**src/common/cmac_params.svh**
```systemverilog
// Constants for the configuration menu access controller
// ==========================================================
`ifndef CMAC_PARAMS_SVH
`define CMAC_PARAMS_SVH

// ==========================================================
// Register byte addresses
`define ADDR_STATUS    8'h00
`define ADDR_CODE      8'h04
`define ADDR_CONFIG    8'h08
`define ADDR_ZERO      8'h0C
`define ADDR_SPAN      8'h10
`define ADDR_NVM_IDX   8'h14
`define ADDR_NVM_DATA  8'h18
`define ADDR_SAVES     8'h1C

// ==========================================================
// Config register fields
`define CFG_MAP_LSB    0
`define CFG_STEP_LSB   2
`define CFG_RADIX_LSB  4
`define CFG_PCT_BIT    6
`define CFG_TARE_BIT   7

// ==========================================================
// Factory defaults
`define DEF_CODE       16'h0000
`define DEF_MAP        2'h0
`define DEF_STEP       2'h0
`define DEF_RADIX      2'h1
`define DEF_PCT        1'b1
`define DEF_TARE       1'b0
`define DEF_ZERO       16'h0000
`define DEF_SPAN       16'h03E8

// ==========================================================
// Stored word slots
`define NVM_CODE       3'h0
`define NVM_CONFIG     3'h1
`define NVM_ZERO       3'h2
`define NVM_SPAN       3'h3
`define NVM_WORDS      4'h4

// ==========================================================
// Code entry and step encodings
`define DIGIT_MAX      4'h9
`define LAST_DIGIT     2'h3
`define MAP_LAST       2'h2
`define STEP_1         4'h1
`define STEP_2         4'h2
`define STEP_5         4'h5
`define STEP_10        4'hA

// ==========================================================
// Timing
`define CLK_HZ         40000000
`define TIMEOUT_S      20
`define LEGEND_MS      1000
`define TIMEOUT_CYC    (`TIMEOUT_S * `CLK_HZ)
`define LEGEND_CYC     (`LEGEND_MS * (`CLK_HZ / 1000))

`endif

```
**src/common/cmac_pkg.sv**
```systemverilog
// Types shared by the configuration menu access controller
package cmac_pkg;

  // Controller states
  typedef enum logic [2:0] {
    st_display, st_code_prompt, st_code_entry, st_menu, st_edit,
    st_data, st_save
  } state_type;

  // Legend shown on the display
  typedef enum logic [2:0] {
    lg_process, lg_code_request, lg_code_digits, lg_item, lg_value,
    lg_data, lg_save
  } legend_type;

  // Ordered menu items
  typedef enum logic [3:0] {
    mi_mapping, mi_digit_step, mi_radix, mi_cal, mi_set, mi_pbutton,
    mi_tare, mi_code, mi_reset
  } menu_item_type;

  // Input to display mapping
  typedef enum logic [1:0] {
    map_linear, map_root, map_lineariser
  } mapping_type;

endpackage

```
**src/settings_store.sv**
```systemverilog
// Non-volatile settings store with registered read port
`timescale 1ns/1ps
`default_nettype none
`include "cmac_params.svh"
module settings_store (
  input  wire logic        pclk,     // Clock
  input  wire logic        presetn,  // Async reset, active low
  input  wire logic        ce,       // Clock enable
  input  wire logic        wr_en,    // Write strobe
  input  wire logic [2:0]  wr_idx,   // Write slot
  input  wire logic [15:0] wr_data,  // Write word
  input  wire logic [2:0]  rd_idx,   // Read slot
  output logic      [15:0] rd_data   // Registered read word
);

  logic [15:0] mem_q [0:7];

  // ==========================================================
  // Storage cells, factory values at reset
  genvar g;
  generate
    for (g = 0; g < 8; g = g + 1) begin : g_cell
      localparam logic [15:0] INIT =
        (g == `NVM_CONFIG) ? {8'h00, `DEF_TARE, `DEF_PCT, `DEF_RADIX,
                              `DEF_STEP, `DEF_MAP} :
        (g == `NVM_SPAN)   ? `DEF_SPAN :
        (g == `NVM_ZERO)   ? `DEF_ZERO : `DEF_CODE;
      always_ff @(posedge pclk or negedge presetn) begin
        if (!presetn) begin
          mem_q[g] <= INIT;
        end else if (ce && wr_en && wr_idx == 3'(g)) begin
          mem_q[g] <= wr_data;
        end
      end
    end
  endgenerate

  // ==========================================================
  // Read register
  always_ff @(posedge pclk or negedge presetn) begin
    if (!presetn) begin
      rd_data <= 16'h0000;
    end else if (ce) begin
      rd_data <= mem_q[rd_idx];
    end
  end

endmodule
`default_nettype wire

```
**src/config_menu_access_control.sv**
```systemverilog
// Front-panel configuration menu entry, code check, scroll and save
//
// The APB slave port and the address map were decided locally.
`timescale 1ns/1ps
`default_nettype none
`include "cmac_params.svh"
module config_menu_access_control
  import cmac_pkg::*;
#(
  parameter int TIMEOUT_CYCLES = `TIMEOUT_CYC,  // Inactivity limit
  parameter int LEGEND_CYCLES  = `LEGEND_CYC    // Legend hold time
) (
  input  wire logic         pclk,                // Clock, 40 MHz
  input  wire logic         presetn,             // Async reset, active low
  input  wire logic         ce,                  // Clock enable
  input  wire logic         psel,                // APB select
  input  wire logic         penable,             // APB enable
  input  wire logic         pwrite,              // APB write
  input  wire logic [7:0]   paddr,               // APB byte address
  input  wire logic [31:0]  pwdata,              // APB write data
  output logic      [31:0]  prdata,              // APB read data
  output logic              pready,              // APB ready
  output logic              pslverr,             // APB error
  input  wire logic         btn_step,            // Step button, high pressed
  input  wire logic         btn_enter,           // Enter button
  input  wire logic         btn_up,              // Up button
  input  wire logic         btn_down,            // Down button
  output legend_type        legend,              // Shown legend
  output menu_item_type     menu_item,           // Current menu item
  output logic      [1:0]   edit_digit,          // Code digit being set
  output logic      [15:0]  code_entry,          // Entered code digits
  output mapping_type       mapping_selector,    // Input mapping
  output logic      [1:0]   digit_step_setting,  // Step choice code
  output logic      [3:0]   step_counts,         // Last digit increment
  output logic      [1:0]   radix_mark_position, // 0 none, 1..3 gap
  output logic              pbutton_percent,     // Step button shows %
  output logic              tare_enable,         // Tare on
  output logic      [15:0]  zero_value,          // Display at zero input
  output logic      [15:0]  span_value,          // Display at span input
  output logic              nvm_busy             // Settings being stored
);

  state_type     state_q;
  menu_item_type item_q;
  logic [3:0]    btn_q;
  logic [3:0]    btn_now;
  logic [3:0]    press;
  logic          chord_q;
  logic          chord_rise;
  logic          any_press;
  logic [31:0]   idle_cnt_q;
  logic          timed_out;
  logic [15:0]   entry_q;
  logic [1:0]    digit_q;
  logic [15:0]   code_q;
  logic [1:0]    map_q;
  logic [1:0]    step_q;
  logic [1:0]    radix_q;
  logic          pct_q;
  logic          tare_q;
  logic [15:0]   zero_q;
  logic [15:0]   span_q;
  logic          dirty_q;
  logic [31:0]   legend_cnt_q;
  logic          legend_done;
  logic [3:0]    wr_idx_q;
  logic          wr_active;
  logic [15:0]   wr_word;
  logic [2:0]    nvm_idx_q;
  logic [15:0]   nvm_rd;
  logic [15:0]   saves_q;
  logic [31:0]   prdata_q;
  logic          bad_addr_q;
  logic          setup;
  logic          access;
  logic          apb_wr;
  logic [3:0]    cur_digit;
  logic [15:0]   config_word;
  logic          in_edit;
  logic          edit_up;
  logic          edit_down;

  // ==========================================================
  // Button edge detection
  assign btn_now    = {btn_down, btn_up, btn_enter, btn_step};
  assign press      = btn_now & ~btn_q;
  assign any_press  = |press;
  assign chord_rise = btn_step & btn_enter & ~chord_q;

  // Previous button levels
  always_ff @(posedge pclk or negedge presetn) begin
    if (!presetn) begin
      btn_q   <= 4'h0;
      chord_q <= 1'b0;
    end else if (ce) begin
      btn_q   <= btn_now;
      chord_q <= btn_step & btn_enter;
    end
  end

  // ==========================================================
  // Inactivity timer during code request and entry
  assign timed_out = (idle_cnt_q == 32'(TIMEOUT_CYCLES - 1));

  always_ff @(posedge pclk or negedge presetn) begin
    if (!presetn) begin
      idle_cnt_q <= 32'h0;
    end else if (ce) begin
      if (any_press || (state_q != st_code_prompt &&
                        state_q != st_code_entry)) begin
        idle_cnt_q <= 32'h0;
      end else begin
        idle_cnt_q <= idle_cnt_q + 32'h1;
      end
    end
  end

  // ==========================================================
  // Main state machine
  assign legend_done = (legend_cnt_q == 32'(LEGEND_CYCLES - 1));
  assign wr_active   = (state_q == st_save) && !wr_idx_q[2];

  always_ff @(posedge pclk or negedge presetn) begin
    if (!presetn) begin
      state_q <= st_display;
    end else if (ce) begin
      unique case (state_q)
        st_display: begin
          if (chord_rise) begin
            if (code_q == `DEF_CODE) begin
              state_q <= st_menu;
            end else begin
              state_q <= st_code_prompt;
            end
          end
        end
        st_code_prompt: begin
          if (timed_out) begin
            state_q <= st_display;
          end else if (press[0]) begin
            state_q <= st_code_entry;
          end
        end
        st_code_entry: begin
          if (timed_out) begin
            state_q <= st_display;
          end else if (press[1]) begin
            if (entry_q == code_q) begin
              state_q <= st_menu;
            end else begin
              state_q <= st_display;
            end
          end
        end
        st_menu: begin
          if (press[0]) begin
            state_q <= st_edit;
          end else if (press[1]) begin
            state_q <= dirty_q ? st_data : st_display;
          end
        end
        st_edit: begin
          if (press[1]) begin
            state_q <= st_menu;
          end
        end
        st_data: begin
          if (legend_done) begin
            state_q <= st_save;
          end
        end
        st_save: begin
          if (legend_done && wr_idx_q == `NVM_WORDS) begin
            state_q <= st_display;
          end
        end
      endcase
    end
  end

  // Legend hold counter for data and save legends
  always_ff @(posedge pclk or negedge presetn) begin
    if (!presetn) begin
      legend_cnt_q <= 32'h0;
    end else if (ce) begin
      if ((state_q != st_data && state_q != st_save) || legend_done) begin
        legend_cnt_q <= 32'h0;
      end else begin
        legend_cnt_q <= legend_cnt_q + 32'h1;
      end
    end
  end

  // ==========================================================
  // Code entry digits
  assign cur_digit = entry_q[{digit_q, 2'b00} +: 4];

  always_ff @(posedge pclk or negedge presetn) begin
    if (!presetn) begin
      entry_q <= 16'h0000;
      digit_q <= 2'h0;
    end else if (ce) begin
      if (state_q != st_code_entry) begin
        entry_q <= 16'h0000;
        digit_q <= 2'h0;
      end else if (press[0]) begin
        if (digit_q != `LAST_DIGIT) begin
          digit_q <= digit_q + 2'h1;
        end
      end else if (press[2]) begin
        entry_q[{digit_q, 2'b00} +: 4] <=
          (cur_digit == `DIGIT_MAX) ? 4'h0 : cur_digit + 4'h1;
      end else if (press[3]) begin
        entry_q[{digit_q, 2'b00} +: 4] <=
          (cur_digit == 4'h0) ? `DIGIT_MAX : cur_digit - 4'h1;
      end
    end
  end

  // ==========================================================
  // Menu scrolling, wraps at both ends
  always_ff @(posedge pclk or negedge presetn) begin
    if (!presetn) begin
      item_q <= mi_mapping;
    end else if (ce) begin
      if (state_q == st_display) begin
        item_q <= mi_mapping;
      end else if (state_q == st_menu && press[2]) begin
        item_q <= (item_q == mi_reset) ? mi_mapping
                                       : menu_item_type'(item_q + 4'h1);
      end else if (state_q == st_menu && press[3]) begin
        item_q <= (item_q == mi_mapping) ? mi_reset
                                         : menu_item_type'(item_q - 4'h1);
      end
    end
  end

  // ==========================================================
  // APB slave
  assign setup   = psel && !penable;
  assign access  = psel && penable;
  assign apb_wr  = ce && access && pwrite && !bad_addr_q;
  assign pready  = ce;
  assign pslverr = access && bad_addr_q;
  assign prdata  = prdata_q;

  assign config_word = {8'h00, tare_q, pct_q, radix_q, step_q, map_q};

  // Read data and decode latched in the setup cycle
  always_ff @(posedge pclk or negedge presetn) begin
    if (!presetn) begin
      prdata_q   <= 32'h0;
      bad_addr_q <= 1'b0;
    end else if (ce && setup) begin
      bad_addr_q <= 1'b0;
      unique case (paddr)
        `ADDR_STATUS:   prdata_q <= {16'h0, entry_q[15:14] & 2'h0,
                                     digit_q, item_q, 1'b0, state_q,
                                     dirty_q, wr_active, 2'h0};
        `ADDR_CODE:     prdata_q <= {16'h0, code_q};
        `ADDR_CONFIG:   prdata_q <= {16'h0, config_word};
        `ADDR_ZERO:     prdata_q <= {16'h0, zero_q};
        `ADDR_SPAN:     prdata_q <= {16'h0, span_q};
        `ADDR_NVM_IDX:  prdata_q <= {29'h0, nvm_idx_q};
        `ADDR_NVM_DATA: prdata_q <= {16'h0, nvm_rd};
        `ADDR_SAVES:    prdata_q <= {16'h0, saves_q};
        default: begin
          prdata_q   <= 32'h0;
          bad_addr_q <= 1'b1;
        end
      endcase
    end
  end

  // Stored word read index
  always_ff @(posedge pclk or negedge presetn) begin
    if (!presetn) begin
      nvm_idx_q <= 3'h0;
    end else if (apb_wr && paddr == `ADDR_NVM_IDX) begin
      nvm_idx_q <= pwdata[2:0];
    end
  end

  // ==========================================================
  // Settings, edited by buttons or written by software
  assign in_edit   = (state_q == st_edit);
  assign edit_up   = in_edit && press[2];
  assign edit_down = in_edit && press[3];

  always_ff @(posedge pclk or negedge presetn) begin
    if (!presetn) begin
      code_q  <= `DEF_CODE;
      map_q   <= `DEF_MAP;
      step_q  <= `DEF_STEP;
      radix_q <= `DEF_RADIX;
      pct_q   <= `DEF_PCT;
      tare_q  <= `DEF_TARE;
      zero_q  <= `DEF_ZERO;
      span_q  <= `DEF_SPAN;
    end else if (ce) begin
      if (edit_up || edit_down) begin
        unique case (item_q)
          mi_mapping: begin
            if (edit_up) begin
              map_q <= (map_q == `MAP_LAST) ? 2'h0 : map_q + 2'h1;
            end else begin
              map_q <= (map_q == 2'h0) ? `MAP_LAST : map_q - 2'h1;
            end
          end
          mi_digit_step: begin
            step_q <= edit_up ? step_q + 2'h1 : step_q - 2'h1;
          end
          mi_radix: begin
            radix_q <= edit_up ? radix_q + 2'h1 : radix_q - 2'h1;
          end
          mi_pbutton: pct_q  <= ~pct_q;
          mi_tare:    tare_q <= ~tare_q;
          mi_reset: begin
            code_q  <= `DEF_CODE;
            map_q   <= `DEF_MAP;
            step_q  <= `DEF_STEP;
            radix_q <= `DEF_RADIX;
            pct_q   <= `DEF_PCT;
            tare_q  <= `DEF_TARE;
          end
          default: begin
          end
        endcase
      end else if (apb_wr) begin
        if (paddr == `ADDR_CODE) begin
          code_q <= pwdata[15:0];
        end
        if (paddr == `ADDR_CONFIG) begin
          map_q   <= (pwdata[`CFG_MAP_LSB +: 2] > `MAP_LAST) ? map_q
                   : pwdata[`CFG_MAP_LSB +: 2];
          step_q  <= pwdata[`CFG_STEP_LSB +: 2];
          radix_q <= pwdata[`CFG_RADIX_LSB +: 2];
          pct_q   <= pwdata[`CFG_PCT_BIT];
          tare_q  <= pwdata[`CFG_TARE_BIT];
        end
        if (paddr == `ADDR_ZERO) begin
          zero_q <= pwdata[15:0];
        end
        if (paddr == `ADDR_SPAN) begin
          span_q <= pwdata[15:0];
        end
      end
    end
  end

  // Change flag, set by any edit inside the menu
  always_ff @(posedge pclk or negedge presetn) begin
    if (!presetn) begin
      dirty_q <= 1'b0;
    end else if (ce) begin
      if (edit_up || edit_down) begin
        dirty_q <= 1'b1;
      end else if (state_q == st_display) begin
        dirty_q <= 1'b0;
      end
    end
  end

  // ==========================================================
  // Store sequence, one word a cycle under the save legend
  always_ff @(posedge pclk or negedge presetn) begin
    if (!presetn) begin
      wr_idx_q <= 4'h0;
      saves_q  <= 16'h0;
    end else if (ce) begin
      if (state_q != st_save) begin
        wr_idx_q <= 4'h0;
      end else if (wr_active) begin
        wr_idx_q <= wr_idx_q + 4'h1;
        if (wr_idx_q == `NVM_WORDS - 4'h1) begin
          saves_q <= saves_q + 16'h1;
        end
      end
    end
  end

  // Word selected for the current slot
  always_comb begin
    unique case (wr_idx_q[1:0])
      2'h0:    wr_word = code_q;
      2'h1:    wr_word = config_word;
      2'h2:    wr_word = zero_q;
      default: wr_word = span_q;
    endcase
  end

  settings_store u_store (
    .pclk    (pclk),
    .presetn (presetn),
    .ce      (ce),
    .wr_en   (wr_active),
    .wr_idx  (wr_idx_q[2:0]),
    .wr_data (wr_word),
    .rd_idx  (nvm_idx_q),
    .rd_data (nvm_rd)
  );

  // ==========================================================
  // Display side outputs
  always_comb begin
    unique case (state_q)
      st_code_prompt: legend = lg_code_request;
      st_code_entry:  legend = lg_code_digits;
      st_menu:        legend = lg_item;
      st_edit:        legend = lg_value;
      st_data:        legend = lg_data;
      st_save:        legend = lg_save;
      default:        legend = lg_process;
    endcase
  end

  // Increment of the least significant digit
  always_comb begin
    unique case (step_q)
      2'h0:    step_counts = `STEP_1;
      2'h1:    step_counts = `STEP_2;
      2'h2:    step_counts = `STEP_5;
      default: step_counts = `STEP_10;
    endcase
  end

  assign menu_item           = item_q;
  assign edit_digit          = digit_q;
  assign code_entry          = entry_q;
  assign mapping_selector    = mapping_type'(map_q);
  assign digit_step_setting  = step_q;
  assign radix_mark_position = radix_q;
  assign pbutton_percent     = pct_q;
  assign tare_enable         = tare_q;
  assign zero_value          = zero_q;
  assign span_value          = span_q;
  assign nvm_busy            = wr_active;

endmodule
`default_nettype wire

```
**config.mk**
```make
export PLATFORM = sky130hd
export DESIGN_NAME = config_menu_access_control
export DESIGN_NICKNAME = d
export VERILOG_FILES = /design/src/common/cmac_pkg.sv /design/src/settings_store.sv /design/src/config_menu_access_control.sv
export VERILOG_INCLUDE_DIRS = /design/src /design/src/common
export SDC_FILE = /design/constraint.sdc
export NUM_CORES = 1
export LEC_CHECK = 0
export BUFFER_PORTS_ARGS = -buffer_cell sky130_fd_sc_hd__buf_4
export CORE_UTILIZATION = 40
export DETAILED_ROUTE_END_ITERATION = 8
export GPL_ROUTABILITY_DRIVEN = 0
export PLACE_DENSITY = 0.6
export SETUP_SLACK_MARGIN = 0.3
export SYNTH_ARGS = -nofsm -noshare
export SYNTH_HDL_FRONTEND = slang
export SYNTH_HIERARCHICAL = 1
export SYNTH_SLANG_ARGS = --single-unit
```
**constraint.sdc**
```tcl
create_clock -name pclk -period 2.2 [get_ports pclk]
set_clock_uncertainty 0.15 [all_clocks]
set_input_delay 0.11 -clock pclk [delete_from_list [all_inputs] [get_ports pclk]]
set_output_delay 0.11 -clock pclk [all_outputs]
set_load 0.01 [all_outputs]
```
# [Word level (Yosys, flattened, before mapping)]
# Index checks and enable logic that the tools add are counted.
# Widths: inputs -> output; s select.
[totals] reg_bits=351 inputBits=50 output_inout_bits=104 word_cells=259
[op_classes] add_sub_neg=16 n_lt_le_gt_ge=2 eq_ne=56 n_shift=4 mux=74 bitwise=10 reduce_logical=66
[op_table] operator="$mux 16" count=10
[op_table] operator="$pmux 16 s8" count=1
[op_table] operator="$add 32x1->32 const B" count=2
[op_table] operator="$mux 32" count=2
[op_table] operator="$bmux 16 s3" count=1
[op_table] operator="$pmux 16 s3" count=1
[op_table] operator="$mux 2" count=20
[op_table] operator="$mux 4" count=9
[op_table] operator="$mux 3" count=11
[op_table] operator="$bwmux 16" count=2
[op_table] operator="$eq 32x26->1 const B" count=1
[op_table] operator="$eq 32x30->1 const B" count=1
[op_table] operator="$eq 8x5->1 const B" count=4
[op_table] operator="$reduce_and 4->1" count=8
[op_table] operator="$shiftx 4x6->16" count=2
[op_table] operator="$logic_and 1x1->1" count=25
[op_table] operator="$eq 3x3->1 const B" count=7
[op_table] operator="$pmux 3 s7" count=1
[op_table] operator="$ne 3x3->1 const B" count=6
[op_table] operator="$pmux 3 s6" count=1
[op_table] operator="$add 16x1->16 const B" count=1
[op_table] operator="$eq 16x16->1" count=1
[op_table] operator="$eq 8x4->1 const B" count=2
[op_table] operator="$logic_not 16->1" count=1
[op_table] operator="other kinds (45)" count=108

# [Logic depth before layout (Yosys ltp)]
# Gate-level depths: netlist of the first run.
[depth] word_depth=9 ltp_mapped=10 ltp_nobuf=9

# [Modules after synthesis]
# Netlist of the first run, hierarchy kept.
[modules_own_cells] mod="config_menu_access_control" n_inst=1 cells_each=1150 area_per_inst_um2=10882.9 seq_area_each_um2=4789.6
[modules_own_cells] mod="settings_store" n_inst=1 cells_each=463 area_per_inst_um2=6566.3 seq_area_each_um2=3613.5

# [Worst setup path before layout of the first run]
# OpenSTA, ideal clock, no wires.
[synth_path] path_type="register -> register" startpoint="register digit_q[0], in the netlist edit_digit[0]" endpoint="register entry_q[11], in the netlist code_entry[11]" setup_ns=0.133 t_arrival_ns=2.179 required_time_ns=1.917 slack_ns=-0.262 stages_incl_launch_ff=11 n_path_buf=1 period_less_slack_ns=2.462 path_cell_list="dfrtp_1 -> buf_2 -> mux4_2 -> inv_1 -> ha_1 -> inv_1 -> o21ai_0 -> mux2_2 -> nor2_1 -> a31oi_1 -> o21ai_0"
[synth_via] elab_chain_len=9 elab_cells_between_ends=17 classes_between="add/sub (3); eq/ne (1); shift (4); mux (8); reduce/logical (1)"
[synth_lines] element="from (decl)" line="config_menu_access_control.sv:54" source="logic [1:0] digit_q;"
[synth_lines] element="from (signal assigned)" line="config_menu_access_control.sv:208" source="digit_q <= digit_q + 2'h1;"
[synth_lines] element="$shiftx 16x5->4" line="config_menu_access_control.sv:196" source="assign cur_digit = entry_q[{digit_q, 2'b00} +: 4];"
[synth_lines] element="$sub 4x1->4 / $logic_not 4->1 (equally long branches)" line="config_menu_access_control.sv:215" source="(cur_digit == 4'h0) ? `DIGIT_MAX : cur_digit - 4'h1;"
[synth_lines] element="$mux 4" line="config_menu_access_control.sv:215"
[synth_lines] element="$shiftx 4x6->16" line="config_menu_access_control.sv:214" source="entry_q[{digit_q, 2'b00} +: 4] <="
[synth_lines] element="$bwmux 16" line="config_menu_access_control.sv:214"
[synth_lines] element="$mux 16" line="config_menu_access_control.sv:213" source="end else if (press[3]) begin"
[synth_lines] element="$mux 16 (*)" line="config_menu_access_control.sv:210" source="end else if (press[2]) begin"
[synth_lines] element="$mux 16 (*)" line="config_menu_access_control.sv:206" source="end else if (press[0]) begin"
[synth_lines] element="$mux 16 (*)" line="config_menu_access_control.sv:203" source="if (state_q != st_code_entry) begin"
[synth_lines] element="to (signal, indexed assignment)" line="config_menu_access_control.sv:211" source="entry_q[{digit_q, 2'b00} +: 4] <="
[synth_lines] element="to (signal, indexed assignment)" line="config_menu_access_control.sv:214"
[synth_lines] element="to (decl)" line="config_menu_access_control.sv:53" source="logic [15:0] entry_q;"
# Every way passes the cells marked *; elsewhere a longest branch is shown, timed or not. The select of a mux whose other input is x is not followed.
# A chain may end at the register's enable or synchronous reset.

# [Final worst setup path of the first run]
[layout_path] startpoint="register digit_q[0], in the netlist edit_digit[0]" endpoint="register entry_q[2], in the netlist code_entry[2]"
# The elaborated chain is that of the path after synthesis.

==> results of run 1 <==
## final cells by class
| type | count | share of cell area, % |
|---|---|---|
| Inverter | 36 | 0.5513 |
| Timing Repair Buffer | 444 | 17.10 |
| Clock inverter | 8 | 0.3396 |
| Tap cell | 585 | 2.879 |
| Sequential cell | 335 | 33.13 |
| Multi-Input combinational cell | 1160 | 41.49 |
| Clock buffer | 63 | 4.509 |
## stage by stage
step	TNS, ps	worst slack [ps]	std cells	hold slack [ps]
6_report	-363.7	-45.28	2631	21.06
5_1_grt	-2224	-110.0	2631	50.89
4_1_cts	-120.3	-23.91	2604	11.46
3_5_place_dp	-346.3	-45.63	2388	-87.13
3_3_place_gp	0	0.5391	2388	-85.37
2_1_floorplan	-60.87	-15.22	1628	-335.6
## cells by family after synthesis
family | count (synthesis)
buf+inv | 133
fa+ha+maj | 27
xor+xnor | 89
mux | 235
flops | 335
simple gates | 508
other cells | 1
compound gates | 285
## what timing repair did
action,CTS,global route
gates cloned,12,4
buffers inserted,100,23
setup endpoints to repair,259,310
hold buffers,33,0
resized for setup,317,231
pin swaps,93,107
hold endpoints to repair,408,0
## layout by cell type (no fill, tap or decap), drive strengths merged, types with 15 or more instances in the layout
| master | netlist | layout |
|---|---|---|
| o21ai | 97 | 97 |
| buf | 59 | 408 |
| a21oi | 39 | 39 |
| nand4 | 25 | 25 |
| nor2b | 38 | 38 |
| inv | 35 | 37 |
| clkbuf | 38 | 66 |
| ha | 27 | 27 |
| a211o | 16 | 16 |
| mux2 | 167 | 167 |
| nor2 | 104 | 104 |
| nand2 | 155 | 155 |
| xnor2 | 26 | 26 |
| conb | 1 | 16 |
| dfstp | 16 | 16 |
| a22oi | 45 | 45 |
| mux2i | 64 | 64 |
| dlygate4sd3 | 0 | 32 |
| a41o | 16 | 16 |
| nor3 | 26 | 26 |
| and3 | 21 | 21 |
| xor2 | 63 | 63 |
| dfrtp | 319 | 319 |
| nor4 | 19 | 19 |
| a221oi | 15 | 15 |
| nand3 | 59 | 59 |
## worst max-delay path by stage
stage / end
6_report: code_entry[2]
5_1_grt: code_entry[9]
4_1_cts: code_entry[15]
3_5_place_dp: code_entry[14]
3_3_place_gp: code_entry[7]
2_1_floorplan: code_entry[11]
## per-layer routing
| layer | vias to the layer above | wire, um | part of all wire, % |
|---|---|---|---|
| li1 | 6605 | - | - |
| met1 | 7528 | 24770 | 43 |
| met2 | 556 | 27130 | 47 |
| met3 | 126 | 4094 | 7.0 |
| met4 | 6 | 2119 | 3.6 |
| met5 | - | 33 | 0.057 |
## worst reg2reg max path: stages, from the launching register on
cell	delay, ps
dfrtp_2	450
buf_4	140
mux4_2	590
buf_4	200
mux2_4	280
a21oi_4	220
o21ai_1	80
## power breakdown
group          switching (mW)  internal [mW]  leakage [nW]
logic                    2.50           2.26          6.44
clock network            2.66           3.70         0.601
registers               0.313           6.38          4.54
total                    5.47           12.3          11.6
==> impl_metrics.env, run 1 <==
export IMPL_violations="negative setup slack"
export IMPL_rows=76
export IMPL_wl_um=58150
export IMPL_crit_start="edit_digit[0]"
export IMPL_cpLargestDelayFamily="multiplexers"
export IMPL_grt_pass1_vias=14910
export IMPL_arrival_ps=2540
export IMPL_crit_path_start_kind="register"
export IMPL_avgViaCountPerCell=5.633
export IMPL_synth_mux_area_share_pct=15.37
export IMPL_synthTopCellsByCount="dfrtp_1, nand2_1, mux2_2, nor2_1, o21ai_0"
export IMPL_regToRegStartpoint="edit_digit[0]"
export IMPL_drcViolationCount=0
export IMPL_cts_buffers=39
export IMPL_vias=14820
export IMPL_drt_iter0_markers=1461
export IMPL_io_pins=154
export IMPL_antenna_found_initial=3
export IMPL_postSynthCellCount=1613
export IMPL_p_total_mw=17.82
export IMPL_hold_violations=0
export IMPL_path_max_fanout=6
export IMPL_yosysWarningCount=6
export IMPL_final_setup_worst_slack_ps=-45.28
export IMPL_top_regs="u_store/mem_q x128, idle_cnt_q x32, legend_cnt_q x32"
export IMPL_syn_area_sq_um=17450
export IMPL_crit_buf_inv=2
export IMPL_cp_slowest_cell="mux4_2"
export IMPL_hold_path_class="primary input to register"
export IMPL_fill_cells=3407
export IMPL_postSynthAreaPerCell_sq_um=10.82
export IMPL_yosysTopAreaCellShare_pct=45.75
export IMPL_antenna_cells=0
export IMPL_peakVddDrop_mv=0.5470
export IMPL_yosys_area_share_simple_pct=15.17
export IMPL_relSlewSlack_pct=58.54
export IMPL_synth_seq_cells=335
export IMPL_cp_depth=6
export IMPL_synth_xor_area_share_pct=4.467
export IMPL_grt_max_degree=82
export IMPL_r2r_end="code_entry[2]"
export IMPL_setup_viol=13
export IMPL_multi_input_area_sq_um=10550
export IMPL_largest_register="u_store/mem_q"
export IMPL_cts_tree="built"
export IMPL_rr_worst_depth=6
export IMPL_seqCellArea_sq_um=8422
export IMPL_slowest_delay_ps=590
export IMPL_tightest_slew_ps=619.2
export IMPL_finish_instance_area_sq_um=25420
export IMPL_drv_cap=0
export IMPL_drive_above_1_share_pct=46.09
export IMPL_met2_usage_pct=40.24
export IMPL_crit_path_end_kind="register"
export IMPL_dieArea_sq_um=44460
export IMPL_fmax_mhz=445.4
export IMPL_ff2ff_setup_slack_ps=-50
export IMPL_cts_sinks=335
export IMPL_synth_compound_area_share_pct=11.16
export IMPL_ant_nets=0
export IMPL_area_delta_synth_final_pct=45.68
export IMPL_ys_types=85
export IMPL_fin_nets=2093
export IMPL_grt_overflow=0
export IMPL_clk_path_buf_depth=3
export IMPL_drv_slew=0
export IMPL_ys_flop_type="dfrtp_1"
export IMPL_synthAdderAreaFrac_pct=1.936
export IMPL_wl_per_cell_um=22.10
export IMPL_path_class="register to register"
export IMPL_core_sq_um=43080
export IMPL_whs_endpoint="nvm_idx_q[1]"
export IMPL_cp_cell_sequence="buf_4 > mux4_2 > buf_4 > mux2_4 > a21oi_4 > o21ai_1"
export IMPL_track_usage_pct=25.66
export IMPL_synth_edf_count=0
export IMPL_synth_top_family_by_area="multiplexers"
export IMPL_port_buffers=121
export IMPL_fin_crit_sh_pct=102.1
export IMPL_hp_start="paddr[3]"
export IMPL_h_tree_depth=2
export IMPL_holdPathStages=4
export IMPL_ys_seq_area_share_pct=48.16
export IMPL_synth_most_common_cell="dfrtp_1"
export IMPL_synth_largest_area_cell="dfrtp_1"
export IMPL_dieHeight_um=210.9
export IMPL_fin_util_pct=59.01
export IMPL_die_w_um=210.9
export IMPL_met1_usage_pct=34.82
export IMPL_start_util_pct=40.51
export IMPL_first_pass_iters=6
export IMPL_largest_register_ffs=128
export IMPL_hpwl_um=36570
export IMPL_clk_pin_slew_ps=60
export IMPL_cts_root_buffer="clkbuf_16"
export IMPL_rsz0062_at_grt="yes"
export IMPL_grt_pass1_wl_um=87650
export IMPL_grtUsageMet3_pct=5.159
export IMPL_yosys_top_cells_area="dfrtp_1, mux2_2, mux2i_1, nand2_1, xor2_1"
export IMPL_leakage_nw=11.58
export IMPL_placed_cell_area_sq_um=20420
export IMPL_clk_latency_ps=570
export IMPL_grt_busiest_layer="met2"
export IMPL_cpMostUsedCell="buf_4"
export IMPL_fin_crit_ps=2245
export IMPL_power_density_nw_per_um2=700.8
export IMPL_async_flop_share_pct=100.0
export IMPL_status="finished with violations"
export IMPL_cp_required_ps=2490
(Power assumes the default switching activity.)
==> run 2, diff against run 1 <==
Settings changed: CAP_MARGIN set to 20, CORE_UTILIZATION 40 to 25, PLACE_DENSITY 0.6 to unset.
==> impl_metrics.env, run 2 (same netlist as run 1, synthesis figures left out) <==
export IMPL_status="finished with violations"
export IMPL_violations="negative setup slack"
export IMPL_top_regs="u_store/mem_q x128, idle_cnt_q x32, legend_cnt_q x32"
export IMPL_tns_ps=-245.0
export IMPL_leakage_nw=11.71
export IMPL_start_util_pct=25.35
export IMPL_final_setup_worst_slack_ps=-51.11
export IMPL_clk_latency_ps=580
export IMPL_hold_violations=0
export IMPL_cts_sinks=335
export IMPL_fmax_mhz=444.2
export IMPL_h_tree_depth=2
export IMPL_path_class="register to register"
export IMPL_rsz0062_at_grt="yes"
export IMPL_rows=96
export IMPL_clk_pin_slew_ps=70
export IMPL_multi_input_area_sq_um=10280
export IMPL_avgViaCountPerCell=5.000
export IMPL_drcViolationCount=0
export IMPL_drv_cap=0
export IMPL_ant_nets=0
export IMPL_dp_cells=2729
export IMPL_area_delta_synth_final_pct=46.11
export IMPL_crit_path_start_kind="register"
export IMPL_hpwl_um=40960
export IMPL_placed_cell_area_sq_um=20850
export IMPL_fill_cells=6573
export IMPL_cts_tree="built"
export IMPL_cp_required_ps=2510
export IMPL_port_buffers=121
export IMPL_tightest_slew_ps=652.1
export IMPL_drt_iter0_markers=1311
export IMPL_drv_slew=0
export IMPL_dieHeight_um=266.2
export IMPL_power_density_nw_per_um2=708.7
export IMPL_cts_root_buffer="clkbuf_16"
export IMPL_vias=14890
export IMPL_hold_path_class="primary input to register"
export IMPL_clk_path_buf_depth=3
export IMPL_core_sq_um=68830
export IMPL_cts_buffers=41
export IMPL_fin_nets=2090
export IMPL_finish_instance_area_sq_um=25500
export IMPL_wl_um=61340
export IMPL_largest_register_ffs=128
export IMPL_fin_util_pct=37.04
export IMPL_track_usage_pct=16.77
export IMPL_layoutNonFillerInstCount=2978
export IMPL_antenna_found_initial=5
export IMPL_first_pass_iters=5
export IMPL_layout_cells_most_common="dfrtp_1"
export IMPL_grt_max_degree=59
export IMPL_path_max_fanout=7
export IMPL_final_cell_mix="dfrtp_1, buf_4, mux2_4"
export IMPL_relSlewSlack_pct=56.52
export IMPL_grt_pass1_vias=15110
export IMPL_io_pins=154
export IMPL_dieArea_sq_um=70860
export IMPL_wl_per_cell_um=20.60
export IMPL_fin_crit_sh_pct=102.3
export IMPL_drive_above_1_share_pct=44.53
export IMPL_setup_viol=8
export IMPL_fin_crit_ps=2251
export IMPL_hold_ws_ps=61.34
export IMPL_arrival_ps=2560
export IMPL_die_w_um=266.2
export IMPL_peakVddDrop_mv=0.4640
export IMPL_crit_path_end_kind="register"
export IMPL_largest_register="u_store/mem_q"
export IMPL_grt_overflow=0
export IMPL_seqCellArea_sq_um=8424
export IMPL_grt_pass1_wl_um=92000
-- run 2: critical path: stages, from the launching register on --
cell and delay [ps]:
dfrtp_2 430, buf_4 140, mux4_2 630, nor2b_4 210, a21oi_1 130, nand2b_1 170, a32o_1 270
-- run 2: worst paths after layout --
path / depth (start not counted) / slack (ps) / startpoint / endpoint
min in group asynchronous: 3 / 460 / presetn / idle_cnt_q[7]
setup / recovery: 6 / -50 / edit_digit[0] / code_entry[0]
setup reg to reg: 6 / -50 / edit_digit[0] / code_entry[0]
hold reg to reg: 1 / 330 / prdata[15] / prdata[15]
max in group asynchronous: 4 / 650 / presetn / menu_item[1]
hold / removal: 4 / 60 / paddr[6] / bad_addr_q
-- run 2: power by group --
| part | total, mW | switching [mW] | internal [mW] |
|---|---|---|---|
| Clock | 6.54 | 2.76 | 3.78 |
| Combinational | 4.83 | 2.57 | 2.26 |
| Sequential | 6.70 | 0.322 | 6.38 |
| Total | 18.1 | 5.65 | 12.4 |
-- run 2: area by class of cell --
class / instances / area share, %
clock inverters: 12 / 0.3582
repair buffers: 439 / 16.38
multi-input cells: 1160 / 40.31
diodes: 1 / 0.009815
clock buffers: 64 / 4.716
well taps: 931 / 4.569
inverters: 36 / 0.6183
flip-flops and latches: 335 / 33.04
-- run 2: per-layer routing --
layer | track usage, % | share of wire (%) | routed length [um] | up-vias
li1 | - | - | - | 6593
met1 | 22.41 | 43 | 26220 | 7608
met2 | 26.77 | 47 | 28780 | 559
met3 | 4.399 | 7.7 | 4744 | 123
met4 | 4.209 | 2.5 | 1535 | 8
met5 | 0 | 0.090 | 55 | -
-- run 2: stage by stage --
step / total power [mW] / setup WS [ps]
finish: 18.07 / -51.11
global route: 18.75 / -137.1
CTS: 17.51 / 5.164
detailed placement: 9.965 / -32.13
global placement: 9.882 / 7.274
floorplan: 8.367 / -15.22
-- run 2: what timing repair did --
| item | in CTS | in global routing |
|---|---|---|
| gates resized for setup | 257 | 228 |
| endpoints found under the hold margin | 398 | 0 |
| cloned | 8 | 1 |
| endpoints found under the setup margin | 259 | 297 |
| pin swaps | 67 | 79 |
| buffers inserted | 86 | 46 |
| hold buffers | 31 | 0 |
